$ cat src/rtl/lil_pkg.sv
package lil_pkg;

	// ----------------------------------------------------------------
	// Widths and instruction fields
	// ----------------------------------------------------------------
	localparam int XLEN = 64;
	localparam int IW = 32;
	localparam int RIDX_W = 5;
	localparam int PFX_W = 24;
	localparam int IMM_W = 16;
	localparam int OPC_LO = 26;
	localparam int OPC_W = 6;
	localparam int RD_LO = 21;
	localparam int RA_LO = 16;
	localparam int RB_LO = 11;
	localparam int FUNC_W = 11;
	localparam int PFX_SEL_LO = 24;
	localparam int PFX_SEL_W = 2;
	localparam int SWAP_BIT = 9;
	localparam int ALIGN_W = 3;
	localparam int BYTE_W = 8;
	localparam int NBYTES = 8;

	// ----------------------------------------------------------------
	// Encodings
	// ----------------------------------------------------------------
	localparam logic [5:0] OPC_PREFIX = 6'h2c;
	localparam logic [5:0] OPC_LDX = 6'h32;
	localparam logic [5:0] OPC_LDI = 6'h3b;
	localparam logic [5:0] OPC_ORL = 6'h20;
	localparam logic [5:0] OPC_ORLI = 6'h28;
	localparam logic [5:0] OPC_ORLI2 = 6'h1a;
	localparam logic [1:0] PFX_SEL = 2'h2;
	localparam logic [10:0] FUNC_ORL = 11'h100;
	localparam logic [10:0] FUNC_LDX = 11'h100;
	localparam logic [10:0] FUNC_LDX_MASK = 11'h5ff;
	localparam logic [4:0] ORLI2_SEL = 5'h10;
	localparam logic [4:0] CAUSE_TLB = 5'h12;
	localparam logic [4:0] CAUSE_ZONE = 5'h10;
	localparam logic [4:0] CAUSE_ALIGN = 5'h01;

	// ----------------------------------------------------------------
	// Counts
	// ----------------------------------------------------------------
	localparam int LAT_FAST = 2;
	localparam int LAT_SLOW = 3;
	localparam int AREA_SLOW = 1;
	localparam logic [1:0] PCNT_NONE = 2'h0;
	localparam logic [1:0] PCNT_ONE = 2'h1;
	localparam logic [1:0] PCNT_TWO = 2'h2;
	localparam logic [1:0] LDCNT_IDLE = 2'h0;
	localparam logic [1:0] LDCNT_RETIRE = 2'h1;

	// ----------------------------------------------------------------
	// Types
	// ----------------------------------------------------------------
	typedef enum logic [1:0] {FK_NONE, FK_TLB, FK_ZONE, FK_ALIGN} lil_fault_kind_t;

	typedef struct packed {
		logic saved_user;
		logic saved_virt;
		logic user;
		logic virt;
	} lil_mode_t;

	typedef struct packed {
		logic [4:0] cause;
		logic store_flag;
		logic size_flag;
		logic zone_flag;
		logic [RIDX_W-1:0] reg_idx;
	} lil_fault_t;

	typedef struct packed {
		logic valid;
		logic [RIDX_W-1:0] idx;
		logic [XLEN-1:0] data;
	} lil_wb_t;

	typedef struct packed {
		logic [XLEN-1:0] data;
		logic tlb_miss;
		logic zone_deny;
	} lil_mem_ans_t;

	localparam lil_mode_t MODE_RESET = '0;
	localparam lil_fault_t FAULT_RESET = '0;
	localparam lil_wb_t WB_RESET = '0;

endpackage : lil_pkg

$ cat src/rtl/lil_load_chk.sv
`timescale 1ns/1ps
module lil_load_chk (
	// Access under test
	input wire logic [lil_pkg::XLEN-1:0] addr,
	input lil_pkg::lil_mem_ans_t ans,
	input lil_pkg::lil_mode_t mode,
	input wire logic swap,
	// Verdict and data
	output lil_pkg::lil_fault_kind_t kind,
	output logic [lil_pkg::XLEN-1:0] data
);
	import lil_pkg::*;

	logic [XLEN-1:0] data_rev;

	// ----------------------------------------------------------------
	// Byte reversal
	// ----------------------------------------------------------------
	for (genvar g = 0; g < NBYTES; g++) begin : g_rev
		assign data_rev[g*BYTE_W +: BYTE_W] = ans.data[(NBYTES-1-g)*BYTE_W +: BYTE_W];
	end

	assign data = swap ? data_rev : ans.data;

	// ----------------------------------------------------------------
	// Fault priority
	// ----------------------------------------------------------------
	always_comb begin
		if (mode.virt && ans.tlb_miss) begin
			kind = FK_TLB;
		end else if (mode.user && mode.virt && ans.zone_deny) begin
			kind = FK_ZONE;
		end else if (addr[ALIGN_W-1:0] != '0) begin
			kind = FK_ALIGN;
		end else begin
			kind = FK_NONE;
		end
	end

endmodule : lil_load_chk

$ cat src/rtl/lil_core.sv
`timescale 1ns/1ps
// Summary of operation
// - Prefix field held and locked for next
// - One prefix gives 40-bit immediate
// - Two prefixes give full 64-bit immediate
// - Non-immediate follower drops held prefix silently
// - No interrupt between prefix and follower
// - Indexed load address is sum of sources
// - Swap bit reverses loaded byte order
// - Swapped load legal only with reorder enabled
// - Translation miss: cause 10010, modes saved
// - Zone block: cause 10000, zone flag set
// - Misaligned: cause 00001, size flag, index
// - Miss, zone, align priority; destination kept
// - Loads take two or three cycles
// - Offset load uses source plus immediate
// - Unprefixed immediate is sign-extended sixteen bits
// - Offset load has same fault checks
// - Register OR of two sources
// - Immediate OR, one cycle, two forms
module lil_core #(
	parameter int area_opt_level = 0,
	parameter int reorder_ops_enable = 1
) (
	// Clock and reset
	input wire logic core_clk,
	input wire logic sys_rst,
	// Instruction stream
	input wire logic instr_valid,
	input wire logic [lil_pkg::IW-1:0] instr,
	output logic instr_ready,
	// Operands read for the offered instruction
	input wire logic [lil_pkg::XLEN-1:0] first_long_src,
	input wire logic [lil_pkg::XLEN-1:0] second_long_src,
	input wire logic [lil_pkg::XLEN-1:0] dest_long_src,
	// Write-back
	output lil_pkg::lil_wb_t wb,
	// Data memory and translation
	output logic mem_rd,
	output logic [lil_pkg::XLEN-1:0] mem_addr,
	input lil_pkg::lil_mem_ans_t mem_ans,
	// Machine state
	input wire logic mode_wr_en,
	input lil_pkg::lil_mode_t mode_wr_data,
	output lil_pkg::lil_mode_t machine_state_word,
	output lil_pkg::lil_fault_t fault_status_word,
	output logic fault_pulse,
	output logic illegal_pulse,
	// Interrupt gate
	input wire logic irq_req,
	output logic irq_grant
);
	import lil_pkg::*;

	localparam int LD_LAT = (area_opt_level == AREA_SLOW) ? LAT_SLOW : LAT_FAST;
	localparam logic [1:0] LD_CNT_INIT = 2'(LD_LAT - 1);

	// ----------------------------------------------------------------
	// Decode
	// ----------------------------------------------------------------
	function automatic logic [OPC_W-1:0] opc_of(input logic [IW-1:0] i);
		return i[OPC_LO +: OPC_W];
	endfunction : opc_of

	function automatic logic is_typeb(input logic [IW-1:0] i);
		return (opc_of(i) == OPC_LDI) || (opc_of(i) == OPC_ORLI)
			|| ((opc_of(i) == OPC_ORLI2) && (i[RA_LO +: RIDX_W] == ORLI2_SEL));
	endfunction : is_typeb

	logic ready_q;
	logic [1:0] pcnt_q;
	logic [PFX_W-1:0] first_q;
	logic [PFX_W-1:0] second_q;
	logic [1:0] ld_cnt_q;
	logic mem_rd_q;
	logic [XLEN-1:0] mem_addr_q;
	logic [RIDX_W-1:0] ld_dst_q;
	logic ld_swap_q;
	lil_mem_ans_t ans_q;
	lil_wb_t wb_q;
	lil_mode_t mode_q;
	lil_fault_t fault_q;
	logic fault_pulse_q;
	logic illegal_q;
	logic irq_grant_q;

	logic fire;
	logic [OPC_W-1:0] opc;
	logic [RIDX_W-1:0] rd;
	logic [IMM_W-1:0] imm16;
	logic [FUNC_W-1:0] func;
	logic is_prefix;
	logic is_ldx;
	logic ldx_bad;
	logic is_ldi;
	logic is_orl;
	logic is_orli3;
	logic is_orli2;
	logic ld_start;
	logic ld_retire;
	logic [XLEN-1:0] imm_ext;
	lil_mem_ans_t ans_sel;
	lil_fault_kind_t chk_kind;
	logic [XLEN-1:0] chk_data;

	assign fire = instr_valid && ready_q;
	assign opc = opc_of(instr);
	assign rd = instr[RD_LO +: RIDX_W];
	assign imm16 = instr[IMM_W-1:0];
	assign func = instr[FUNC_W-1:0];
	assign is_prefix = (opc == OPC_PREFIX) && (instr[PFX_SEL_LO +: PFX_SEL_W] == PFX_SEL);
	assign is_ldx = (opc == OPC_LDX) && ((func & FUNC_LDX_MASK) == FUNC_LDX);
	assign ldx_bad = is_ldx && func[SWAP_BIT] && (reorder_ops_enable != 1);
	assign is_ldi = opc == OPC_LDI;
	assign is_orl = (opc == OPC_ORL) && (func == FUNC_ORL);
	assign is_orli3 = opc == OPC_ORLI;
	assign is_orli2 = (opc == OPC_ORLI2) && (instr[RA_LO +: RIDX_W] == ORLI2_SEL);
	assign ld_start = fire && ((is_ldx && !ldx_bad) || is_ldi);
	assign ld_retire = ld_cnt_q == LDCNT_RETIRE;

	// ----------------------------------------------------------------
	// Immediate assembly
	// ----------------------------------------------------------------
	always_comb begin
		unique case (pcnt_q)
			PCNT_ONE: imm_ext = {{(XLEN-PFX_W-IMM_W){first_q[PFX_W-1]}}, first_q, imm16};
			PCNT_TWO: imm_ext = {first_q, second_q, imm16};
			default: imm_ext = {{(XLEN-IMM_W){imm16[IMM_W-1]}}, imm16};
		endcase
	end

	// ----------------------------------------------------------------
	// Prefix holding
	// ----------------------------------------------------------------
	always_ff @(posedge core_clk or posedge sys_rst) begin
		if (sys_rst) begin
			pcnt_q <= PCNT_NONE;
			first_q <= '0;
			second_q <= '0;
		end else if (fire) begin
			if (is_prefix) begin
				unique case (pcnt_q)
					PCNT_NONE: begin
						first_q <= instr[PFX_W-1:0];
						pcnt_q <= PCNT_ONE;
					end
					PCNT_ONE: begin
						second_q <= instr[PFX_W-1:0];
						pcnt_q <= PCNT_TWO;
					end
					default: begin
						first_q <= second_q;
						second_q <= instr[PFX_W-1:0];
						pcnt_q <= PCNT_TWO;
					end
				endcase
			end else begin
				pcnt_q <= PCNT_NONE;
			end
		end
	end

	// ----------------------------------------------------------------
	// Issue and load sequencing
	// ----------------------------------------------------------------
	always_ff @(posedge core_clk or posedge sys_rst) begin
		if (sys_rst) begin
			ready_q <= 1'b1;
			ld_cnt_q <= LDCNT_IDLE;
			mem_rd_q <= 1'b0;
			mem_addr_q <= '0;
			ld_dst_q <= '0;
			ld_swap_q <= 1'b0;
		end else begin
			mem_rd_q <= ld_start;
			if (ld_start) begin
				ready_q <= 1'b0;
				ld_cnt_q <= LD_CNT_INIT;
				ld_dst_q <= rd;
				ld_swap_q <= is_ldx && func[SWAP_BIT];
				if (is_ldx) begin
					mem_addr_q <= first_long_src + second_long_src;
				end else begin
					mem_addr_q <= first_long_src + imm_ext;
				end
			end else if (ld_cnt_q != LDCNT_IDLE) begin
				ld_cnt_q <= ld_cnt_q - LDCNT_RETIRE;
				if (ld_retire) begin
					ready_q <= 1'b1;
				end
			end
		end
	end

	always_ff @(posedge core_clk or posedge sys_rst) begin
		if (sys_rst) begin
			ans_q <= '0;
		end else if (mem_rd_q) begin
			ans_q <= mem_ans;
		end
	end

	// Slow build answers from the extra stage
	assign ans_sel = (LD_LAT > LAT_FAST) ? ans_q : mem_ans;

	lil_load_chk u_chk (
		.addr(mem_addr_q),
		.ans(ans_sel),
		.mode(mode_q),
		.swap(ld_swap_q),
		.kind(chk_kind),
		.data(chk_data)
	);

	// ----------------------------------------------------------------
	// Result write-back
	// ----------------------------------------------------------------
	always_ff @(posedge core_clk or posedge sys_rst) begin
		if (sys_rst) begin
			wb_q <= WB_RESET;
		end else begin
			wb_q.valid <= 1'b0;
			if (fire && is_orl) begin
				wb_q <= '{valid: 1'b1, idx: rd,
					data: first_long_src | second_long_src};
			end else if (fire && is_orli3) begin
				wb_q <= '{valid: 1'b1, idx: rd, data: first_long_src | imm_ext};
			end else if (fire && is_orli2) begin
				wb_q <= '{valid: 1'b1, idx: rd, data: dest_long_src | imm_ext};
			end else if (ld_retire && (chk_kind == FK_NONE)) begin
				wb_q <= '{valid: 1'b1, idx: ld_dst_q, data: chk_data};
			end
		end
	end

	// ----------------------------------------------------------------
	// Machine state and fault status
	// ----------------------------------------------------------------
	always_ff @(posedge core_clk or posedge sys_rst) begin
		if (sys_rst) begin
			mode_q <= MODE_RESET;
			fault_q <= FAULT_RESET;
			fault_pulse_q <= 1'b0;
		end else begin
			fault_pulse_q <= ld_retire && (chk_kind != FK_NONE);
			if (mode_wr_en) begin
				mode_q <= mode_wr_data;
			end
			if (ld_retire) begin
				unique case (chk_kind)
					FK_TLB: begin
						fault_q.cause <= CAUSE_TLB;
						fault_q.store_flag <= 1'b0;
						mode_q <= '{saved_user: mode_q.user, saved_virt: mode_q.virt,
							user: 1'b0, virt: 1'b0};
					end
					FK_ZONE: begin
						fault_q.cause <= CAUSE_ZONE;
						fault_q.store_flag <= 1'b0;
						fault_q.zone_flag <= 1'b1;
						mode_q <= '{saved_user: mode_q.user, saved_virt: mode_q.virt,
							user: 1'b0, virt: 1'b0};
					end
					FK_ALIGN: begin
						fault_q.cause <= CAUSE_ALIGN;
						fault_q.size_flag <= 1'b1;
						fault_q.store_flag <= 1'b0;
						fault_q.reg_idx <= ld_dst_q;
					end
					FK_NONE: begin
					end
				endcase
			end
		end
	end

	// ----------------------------------------------------------------
	// Illegal report and interrupt gate
	// ----------------------------------------------------------------
	always_ff @(posedge core_clk or posedge sys_rst) begin
		if (sys_rst) begin
			illegal_q <= 1'b0;
			irq_grant_q <= 1'b0;
		end else begin
			illegal_q <= fire && ldx_bad;
			irq_grant_q <= irq_req && ready_q && !fire && (pcnt_q == PCNT_NONE);
		end
	end

	assign instr_ready = ready_q;
	assign wb = wb_q;
	assign mem_rd = mem_rd_q;
	assign mem_addr = mem_addr_q;
	assign machine_state_word = mode_q;
	assign fault_status_word = fault_q;
	assign fault_pulse = fault_pulse_q;
	assign illegal_pulse = illegal_q;
	assign irq_grant = irq_grant_q;

	// ----------------------------------------------------------------
	// Checks
	// ----------------------------------------------------------------
	property p_prefix_lock;
		@(posedge core_clk) disable iff (sys_rst)
		fire && is_prefix && (pcnt_q == PCNT_NONE)
			|=> (pcnt_q == PCNT_ONE) && (first_q == $past(instr[PFX_W-1:0]));
	endproperty
	a_prefix_lock: assert property (p_prefix_lock) else $error("prefix not held");

	property p_imm40;
		@(posedge core_clk) disable iff (sys_rst)
		fire && is_orli3 && (pcnt_q == PCNT_ONE)
			|=> wb_q.valid && (wb_q.data == ($past(first_long_src)
			| {{(XLEN-PFX_W-IMM_W){$past(first_q[PFX_W-1])}}, $past(first_q),
			$past(instr[IMM_W-1:0])}));
	endproperty
	a_imm40: assert property (p_imm40) else $error("40-bit immediate wrong");

	property p_imm64;
		@(posedge core_clk) disable iff (sys_rst)
		fire && is_orli2 && (pcnt_q == PCNT_TWO)
			|=> wb_q.data == ($past(dest_long_src)
			| {$past(first_q), $past(second_q), $past(instr[IMM_W-1:0])});
	endproperty
	a_imm64: assert property (p_imm64) else $error("64-bit immediate wrong");

	property p_release;
		@(posedge core_clk) disable iff (sys_rst)
		fire && !is_prefix |=> pcnt_q == PCNT_NONE;
	endproperty
	a_release: assert property (p_release) else $error("prefix not released");

	property p_irq_block;
		@(posedge core_clk) disable iff (sys_rst)
		(pcnt_q != PCNT_NONE) || fire |=> !irq_grant_q;
	endproperty
	a_irq_block: assert property (p_irq_block) else $error("interrupt inside prefix pair");

	property p_ld_latency;
		@(posedge core_clk) disable iff (sys_rst)
		ld_start |=> !ready_q [*1] ##(LD_LAT-1) (ready_q && (wb_q.valid || fault_pulse_q));
	endproperty
	a_ld_latency: assert property (p_ld_latency) else $error("load latency wrong");

	property p_ld_keep;
		@(posedge core_clk) disable iff (sys_rst)
		fault_pulse_q |-> !wb_q.valid && $stable(ready_q) == 1'b0;
	endproperty
	a_ld_keep: assert property (p_ld_keep) else $error("faulted load wrote back");

	property p_tlb;
		@(posedge core_clk) disable iff (sys_rst)
		ld_retire && (chk_kind == FK_TLB) |=> (fault_q.cause == CAUSE_TLB)
			&& !mode_q.user && !mode_q.virt && mode_q.saved_virt && fault_pulse_q;
	endproperty
	a_tlb: assert property (p_tlb) else $error("translation miss state wrong");

	property p_align;
		@(posedge core_clk) disable iff (sys_rst)
		ld_retire && (chk_kind == FK_ALIGN) |=> (fault_q.cause == CAUSE_ALIGN)
			&& fault_q.size_flag && (fault_q.reg_idx == $past(ld_dst_q));
	endproperty
	a_align: assert property (p_align) else $error("misalign state wrong");

	property p_orl;
		@(posedge core_clk) disable iff (sys_rst)
		fire && is_orl |=> wb_q.valid && (wb_q.idx == $past(rd))
			&& (wb_q.data == ($past(first_long_src) | $past(second_long_src)));
	endproperty
	a_orl: assert property (p_orl) else $error("register OR wrong");

	property p_reorder;
		@(posedge core_clk) disable iff (sys_rst)
		fire && ldx_bad |=> illegal_q && ready_q && !mem_rd_q;
	endproperty
	a_reorder: assert property (p_reorder) else $error("swapped load accepted");

endmodule : lil_core

$ cat config.mk
export PLATFORM = sky130hd
export DESIGN_NAME = lil_core
export DESIGN_NICKNAME = d
export VERILOG_FILES = /design/src/rtl/lil_pkg.sv /design/src/rtl/lil_load_chk.sv /design/src/rtl/lil_core.sv
export SDC_FILE = /design/constraint.sdc
export NUM_CORES = 1
export LEC_CHECK = 0
export BUFFER_PORTS_ARGS = -buffer_cell sky130_fd_sc_hd__buf_2
export CAP_MARGIN = 10
export CELL_PAD_IN_SITES_DETAIL_PLACEMENT = 0
export CELL_PAD_IN_SITES_GLOBAL_PLACEMENT = 1
export CORE_ASPECT_RATIO = 1.25
export CORE_UTILIZATION = 35
export DETAILED_ROUTE_END_ITERATION = 10
export PLACE_DENSITY = 0.88
export REMOVE_ABC_BUFFERS = 1
export SLEW_MARGIN = 0
export SYNTH_ARGS = -nofsm -noshare
export SYNTH_HDL_FRONTEND = slang
export SYNTH_SLANG_ARGS = --single-unit
$ cat constraint.sdc
create_clock -name core_clk -period 7.8 [get_ports core_clk]
set_input_delay 2.34 -clock core_clk [delete_from_list [all_inputs] [get_ports core_clk]]
set_output_delay 2.34 -clock core_clk [all_outputs]
set_load 0.01 [all_outputs]
==> out/metrics.yaml, run 1 <==
outcome:
  status: "finished, final reports clean"
synthesis:
  synth_ff_type: "dfrtp_1"
  synth-seq-area-share_pct: 33.5
  yosys-top-cells-count: "245 x nand2_1, 240 x o21ai_0, 209 x dfrtp_1, 164 x a21oi_1, 122 x nor2_1"
  synthTopCellsByArea: "dfrtp_1 33%, o21ai_0 7.7%, mux2i_1 6.3%"
  async_flop_share_pct: 100
  syn_avg_cell_area_um2: 8.49
  synth-edff-count: 0
  synth_top_area_cell: "dfrtp_1"
  synth_top_area_share_pct: 33.3
  yosysMostFrequentCell: "nand2_1"
  synth_seq_cells: 210
  synth.distinct_cells: 81
  ys_warn_count: 0
  syn_area_mm2: 0.0157
  syn_inst: 1850
timing:
  slew_headroom_pct: 30.5
  max_clock_freq_mhz: 154
  fin_skew_ns: 0.0119
  maxSlewViolCount: 0
  hold_viol: 0
  period_share_pct: 83.5
  setup_violations: 0
  setup_slack_ns: 1.29
  worst_pin_slew_ns: 1.04
  rsz0062_at_grt: "false"
  timing.setup.tns_ns: 0
  fin_crit_ns: 6.51
critical_path:
  crit_fanout: 39
  crit_chain: "buf_2, nor4_1, nand3_1, nor3_2, buf_12, mux2_2, ha_1, nand4_1, nor4_1, nand3_1, nor4_1, a221oi_1, buf_4, a211oi_2, o211ai_1, a21boi_1, a21oi_1, o211ai_1"
  arrival_ns: 6.98
  cpPeakStageDelay_ns: 0.49
  cpMostUsedCell: "nor4_1"
  worst_ep_required_time_ns: 8.26
  crit_type: "in2reg"
  crit_path_start_kind: "primary input"
  end_kind: "flop"
  crit_path_top_delay_cell: "ha_1"
finish:
  seqCellArea_mm2: 0.00526
  stdcell_area_mm2: 0.0192
  multiInputGateArea_mm2: 0.00983
  fin_util_pct: 43.5
  drive_gt1_share_pct: 28.4
  layout-area-overhead-vs-synth_pct: 22.3
  nFillCells: 4486
  fin_nets: 2600
placed_design:
  dp_slack_ns: 0.694
  postPlaceCellArea_mm2: 0.0183
  gp_congestion: 0.957
  dp_hpwl_um: 54600
  io_buffers: 450
power:
  max-vdd-ir-drop_mv: 0.158
  clkPwrFrac_pct: 27.6
  p_seq_share_pct: 35.7
  internal_power_mw: 2.69
  powerDensity_mw_per_mm2: 231
  netSwitchingPower_mw: 1.74
  combPwrFrac_pct: 36.7
  cellLeakagePower_nw: 8.96
  switching_share_pct: 39.3
floorplan:
  initial_core_util_pct: 35.6
  die_h_um: 239
  fp.dieW_um: 191
  io_pins: 455
  dieArea_mm2: 0.0457
  core_area_mm2: 0.0441
  rows: 86
drt:
  drt_first_pass_iters: 6
  num_vias: 16400
  wire_per_inst_um: 24.8
  wl_met2_um: 34800
  met3_wirelength_um: 4110
  drc_errors: 0
  met1_length_um: 28000
  drt_first_iter_violations: 1102
  ant_nets: 0
  drt_wl_total_um: 69800
  via_per_inst: 5.81
  highest_layer: "met4"
clock_network:
  cts_tree: "done"
  h-tree-depth: 1
  insertion_delay_ns: 0.55
  clockBufferDepth: 3
  numCtsBuffers: 25
  clock-root-buffer: "clkbuf_16"
  hold_buffers: 0
  cts_setup_buffers: 0
  cts_resized: 0
  cts_sinks: 210
  clk_pin_slew_ns: 0.06
run:
  cap_violations: 0
global_route:
  grt_pass1_vias: 16200
  grt_max_degree: 79
  grt_usage_pct: 29.7
  grt_overflow: 0
  antenna_found_initial: 9
  grt_pass1_wl_um: 102000
worst_hold_path:
  hold_class: "reg2reg"
worst max-delay path, delay by kind of cell:
kind / cells / cell delay (ns)
buffers and inverters: 3 / 0.58
AND/OR/NAND/NOR: 7 / 1.84
multiplexers: 1 / 0.38
adder cells (fa/ha/maj): 1 / 0.49
AO/OA/AOI/OAI: 6 / 1.29
sequential cells by signal, indices dropped and copies added (netlist names):
register            count
mem_addr               64
pcnt_q                  2
first_q                24
ld_cnt_q                2
wb                     70
irq_grant               1
mem_rd                  1
instr_ready             1
second_q               24
ld_dst_q                5
ld_swap_q               1
machine_state_word      4
fault_status_word      10
fault_pulse             1
final timing paths:
check	start	end	slack [ns]	cells after the start
worst max-delay path	instr[0]	mem_addr[61]$_DFFE_PP0P_	1.29	18
worst min-delay path	fault_status_word[6]$_DFFE_PP0P_	fault_status_word[6]$_DFFE_PP0P_	0.47	1
worst max register to register	pcnt_q[0]$_DFFE_PP0P_	mem_addr[61]$_DFFE_PP0P_	2.25	17
worst min register to register	fault_status_word[6]$_DFFE_PP0P_	fault_status_word[6]$_DFFE_PP0P_	0.47	1
max in group asynchronous	sys_rst	first_q[18]$_DFFE_PP0P_	4.50	3
min in group asynchronous	sys_rst	machine_state_word[3]$_DFF_PP0_	1.84	2
layout by cell type (no fill, tap or decap), drive strengths merged, types with 5 or more instances in the layout:
| cell | n |
|---|---|
| o21bai | 10 |
| a211oi | 8 |
| nand2b | 8 |
| mux2 | 83 |
| nor4 | 9 |
| clkinv | 10 |
| a21o | 34 |
| diode | 10 |
| xnor2 | 33 |
| clkbuf | 26 |
| o21a | 10 |
| o21ai | 252 |
| xor2 | 22 |
| buf | 471 |
| o31ai | 52 |
| and3 | 9 |
| dfrtp | 209 |
| nand4 | 24 |
| nor3 | 33 |
| mux2i | 99 |
| a22oi | 23 |
| nor2 | 122 |
| or3 | 5 |
| a31oi | 6 |
| nand2 | 245 |
| inv | 32 |
| nand3 | 16 |
| o211ai | 6 |
| o22a | 64 |
| ha | 79 |
| a21oi | 166 |
| or4 | 5 |
stage by stage:
| step | total power [mW] | hold slack, ns | instances |
|---|---|---|---|
| after floorplan | 2.43 | 0.463 | 1723 |
| after global placement | 3.18 | 0.443 | 2766 |
| after detailed placement | 3.21 | 0.448 | 2766 |
| after CTS | 4.44 | 0.465 | 2811 |
| after global routing | 4.66 | 0.499 | 2818 |
| final | 4.43 | 0.467 | 2821 |
power groups by stage:
stage / clock network [mW] / logic (mW) / registers, mW
after floorplan: 0 / 0.749 / 1.68
after global placement: 0 / 1.60 / 1.58
after detailed placement: 0 / 1.62 / 1.59
after CTS: 1.24 / 1.63 / 1.58
after global routing: 1.28 / 1.78 / 1.61
final: 1.22 / 1.63 / 1.58
kinds of logic after synthesis:
family	count (synthesis)	share of synthesized area, %
buffers and inverters	160	4.28
adders and majority gates	80	6.42
AOI/OAI and AO/OA	668	26.7
other	1	0.0239
DFF	210	33.5
xor gates and xnor gates	55	3.07
muxes	182	12.3
and+or+nand+nor	494	13.7
per-layer routing:
| layer | track usage, % | vias to the layer above |
|---|---|---|
| li1 | - | 7517 |
| met1 | 36.8 | 8060 |
| met2 | 52.0 | 670 |
| met3 | 3.44 | 141 |
| met4 | 11.6 | 0 |
| met5 | 0 | - |
cell type report:
| type | instances | area share, % |
|---|---|---|
| sequential | 210 | 27.4 |
| tap | 572 | 3.73 |
| antenna | 10 | 0.130 |
| inverter | 30 | 0.626 |
| clock buffer | 26 | 3.28 |
| multi-input combinational | 1483 | 51.2 |
| timing repair buffer | 471 | 12.6 |
| clock inverter | 19 | 1.02 |
No activity file was read; power rests on OpenSTA's default activity.
==> run 2, diff against run 1 <==
Settings changed: CORE_UTILIZATION 35 to 37.
Clock period 7.8 ns to 6.25 ns, I/O delays scaled along.
==> out/metrics.yaml, run 2 (synthesis results as in run 1) <==
global_route:
  grt_pass1_wl_um: 100000  # -1.6%
  antenna_found_initial: 0  # -9
  use_met2_pct: 52.5  # +0.50 points
  grt_max_degree: 103  # +30%
  grt_pass1_vias: 16500  # +1.9%
  grt_usage_pct: 30.9  # +1.2 points
  grtUsageMet3_pct: 3.73  # +0.30 points
  grt_overflow: 0  # unchanged
  gr-usage-met1_pct: 38.7  # +1.9 points
  grt.busiest_layer: "met2"
drt:
  ant_nets: 0  # unchanged
  drt_wl_total_um: 68100  # -2.6%
  drt_first_iter_violations: 1342  # +22%
  drt_first_pass_iters: 5  # -1
  drc_errors: 0  # unchanged
  wire_per_inst_um: 23.7  # -4.4%
  via_per_inst: 5.77  # -0.69%
  num_vias: 16600  # +1.2%
worst_hold_path:
  hold_class: "reg2reg"
critical_path:
  crit_chain: "buf_2, nor4_1, nand3_1, nor3_2, buf_4, mux2_2, ha_1, a21o_1, a31o_2, a221oi_1, o21ai_0, a221o_1, a21oi_1, o41ai_2, xnor2_1, o21ai_1"
  crit_type: "in2reg"
  critPathBufInv: 2  # -1
  arrival_ns: 6.33  # -0.65 ns
  crit_path_start_kind: "primary input"
  end_kind: "flop"
  crit_path_top_delay_cell: "nor4_1"
  crit_fanout: 25  # -36%
  cpPeakStageDelay_ns: 0.45  # -0.04 ns
  crit_family: "compound AO/OA/AOI/OAI gates"
  worst_ep_required_time_ns: 6.66  # -1.60 ns
clock_network:
  h-tree-depth: 1  # unchanged
  cts_tree: "done"
  cts_setup_buffers: 0  # unchanged
  clockBufferDepth: 3  # unchanged
  cts_sinks: 210  # unchanged
  cts_resized: 0  # unchanged
  hold_buffers: 0  # unchanged
  insertion_delay_ns: 0.55  # about the same
  clk_pin_slew_ns: 0.06  # about the same
  numCtsBuffers: 25  # unchanged
  clock-root-buffer: "clkbuf_16"
timing:
  setup_violations: 0  # unchanged
  max_clock_freq_mhz: 169
  timing.setup.tns_ns: 0  # unchanged
  fin_hold_ws_ns: 0.461  # -0.00561 ns
  slew_headroom_pct: 28.0  # -2.5 points
  fin_crit_ns: 5.93
  rsz0062_at_grt: "false"
  worst_pin_slew_ns: 1.08  # +0.0378 ns
  hold_viol: 0  # unchanged
  maxSlewViolCount: 0  # unchanged
  setup_slack_ns: 0.322  # -0.966 ns
  period_share_pct: 94.9
  fin_skew_ns: 0.0173  # +0.00541 ns
power:
  combPwrFrac_pct: 37.0  # +0.3 points
  max-vdd-ir-drop_mv: 0.221  # +39%
  internal_power_mw: 3.51  # +31%
  switching_share_pct: 38.1  # -1.2 points
  cellLeakagePower_nw: 9.35  # +4.4%
  clkPwrFrac_pct: 28.5  # +0.9 points
  p_seq_share_pct: 34.6  # -1.1 points
  netSwitchingPower_mw: 2.16  # +24%
  powerDensity_mw_per_mm2: 287  # +24%
finish:
  layout.cells.most_common: "buf_2"
  drive_gt1_share_pct: 30.5  # +2.1 points
  layout-area-overhead-vs-synth_pct: 26.1
  largest_reg_flops: 70  # unchanged
  fin_nets: 2677  # +3.0%
  fin_util_pct: 47.2  # +3.7 points
  diodes: 0  # -10
  stdcell_area_mm2: 0.0198  # +3.1%
  layout_common_cells: "450 x buf_2, 244 x nand2_1, 239 x o21ai_0"
floorplan:
  core_area_mm2: 0.0419  # -4.9%
  die_h_um: 232  # -2.7%
  io_pins: 455  # unchanged
  dieArea_mm2: 0.0433  # -5.4%
  initial_core_util_pct: 37.4  # +1.9 points
  rows: 84  # -2.3%
  fp.dieW_um: 186  # -2.7%
placed_design:
  dp_hpwl_um: 53400  # -2.1%
  postPlaceCellArea_mm2: 0.0189  # +3.1%
  gp_congestion: 1.01  # +5.5%
  dp_slack_ns: -0.159  # -0.853 ns
  io_buffers: 450  # unchanged
run:
  cap_violations: 0  # unchanged
outcome:
  status: "finished, final reports clean"
[run 2: cell count changes in the layout (fill, tap and decap cells not counted), sizes merged]
cell	before	now
clkinv	10	2
clkinvlp	4	0
clkbuf	26	39
inv	32	31
buf	471	548
bufinv	3	4
diode	10	0
[run 2: cell type report]
cell class	instances	area (um2)
fillers	4179	22100
well taps	559	699
clock inverters	7	143
multi-input cells	1483	9830
flip-flops and latches	210	5260
inverters	30	120
repair buffers	548	3000
clock buffers	39	738
[run 2: worst paths after layout]
kind	from	to	slack [ns]	cells past startpoint
max reg2reg	pcnt_q[1]$_DFFE_PP0P_	mem_addr[57]$_DFFE_PP0P_	1.33	18
min in group asynchronous	sys_rst	machine_state_word[2]$_DFF_PP0_	1.47	2
max in group asynchronous	sys_rst	wb[22]$_DFFE_PP0P_	3.67	3
min	fault_status_word[5]$_DFFE_PP0P_	fault_status_word[5]$_DFFE_PP0P_	0.46	1
max	instr[3]	mem_addr[63]$_DFFE_PP0P_	0.32	16
min reg2reg	fault_status_word[5]$_DFFE_PP0P_	fault_status_word[5]$_DFFE_PP0P_	0.46	1
[run 2: power by group through the flow]
stage               sequential [mW]  clock, mW  combinational, mW
finish                         1.96       1.61               2.10
global route                   1.99       1.68               2.30
CTS                            1.95       1.63               2.09
detailed placement             1.97          0               2.09
global placement               1.97          0               2.05
floorplan                      2.10          0              0.935
[run 2: layer usage]
metal | wire, um | vias to the layer above
li1 | - | 7678
met1 | 27900 | 8055
met2 | 33400 | 681
met3 | 3540 | 178
met4 | 3240 | 0
met5 | 0 | -
[run 2: stage by stage]
stage | power (mW) | cells
2_1_floorplan | 3.03 | 1723
3_3_place_gp | 4.02 | 2830
3_5_place_dp | 4.06 | 2830
4_1_cts | 5.68 | 2876
5_1_grt | 5.98 | 2876
6_report | 5.67 | 2876
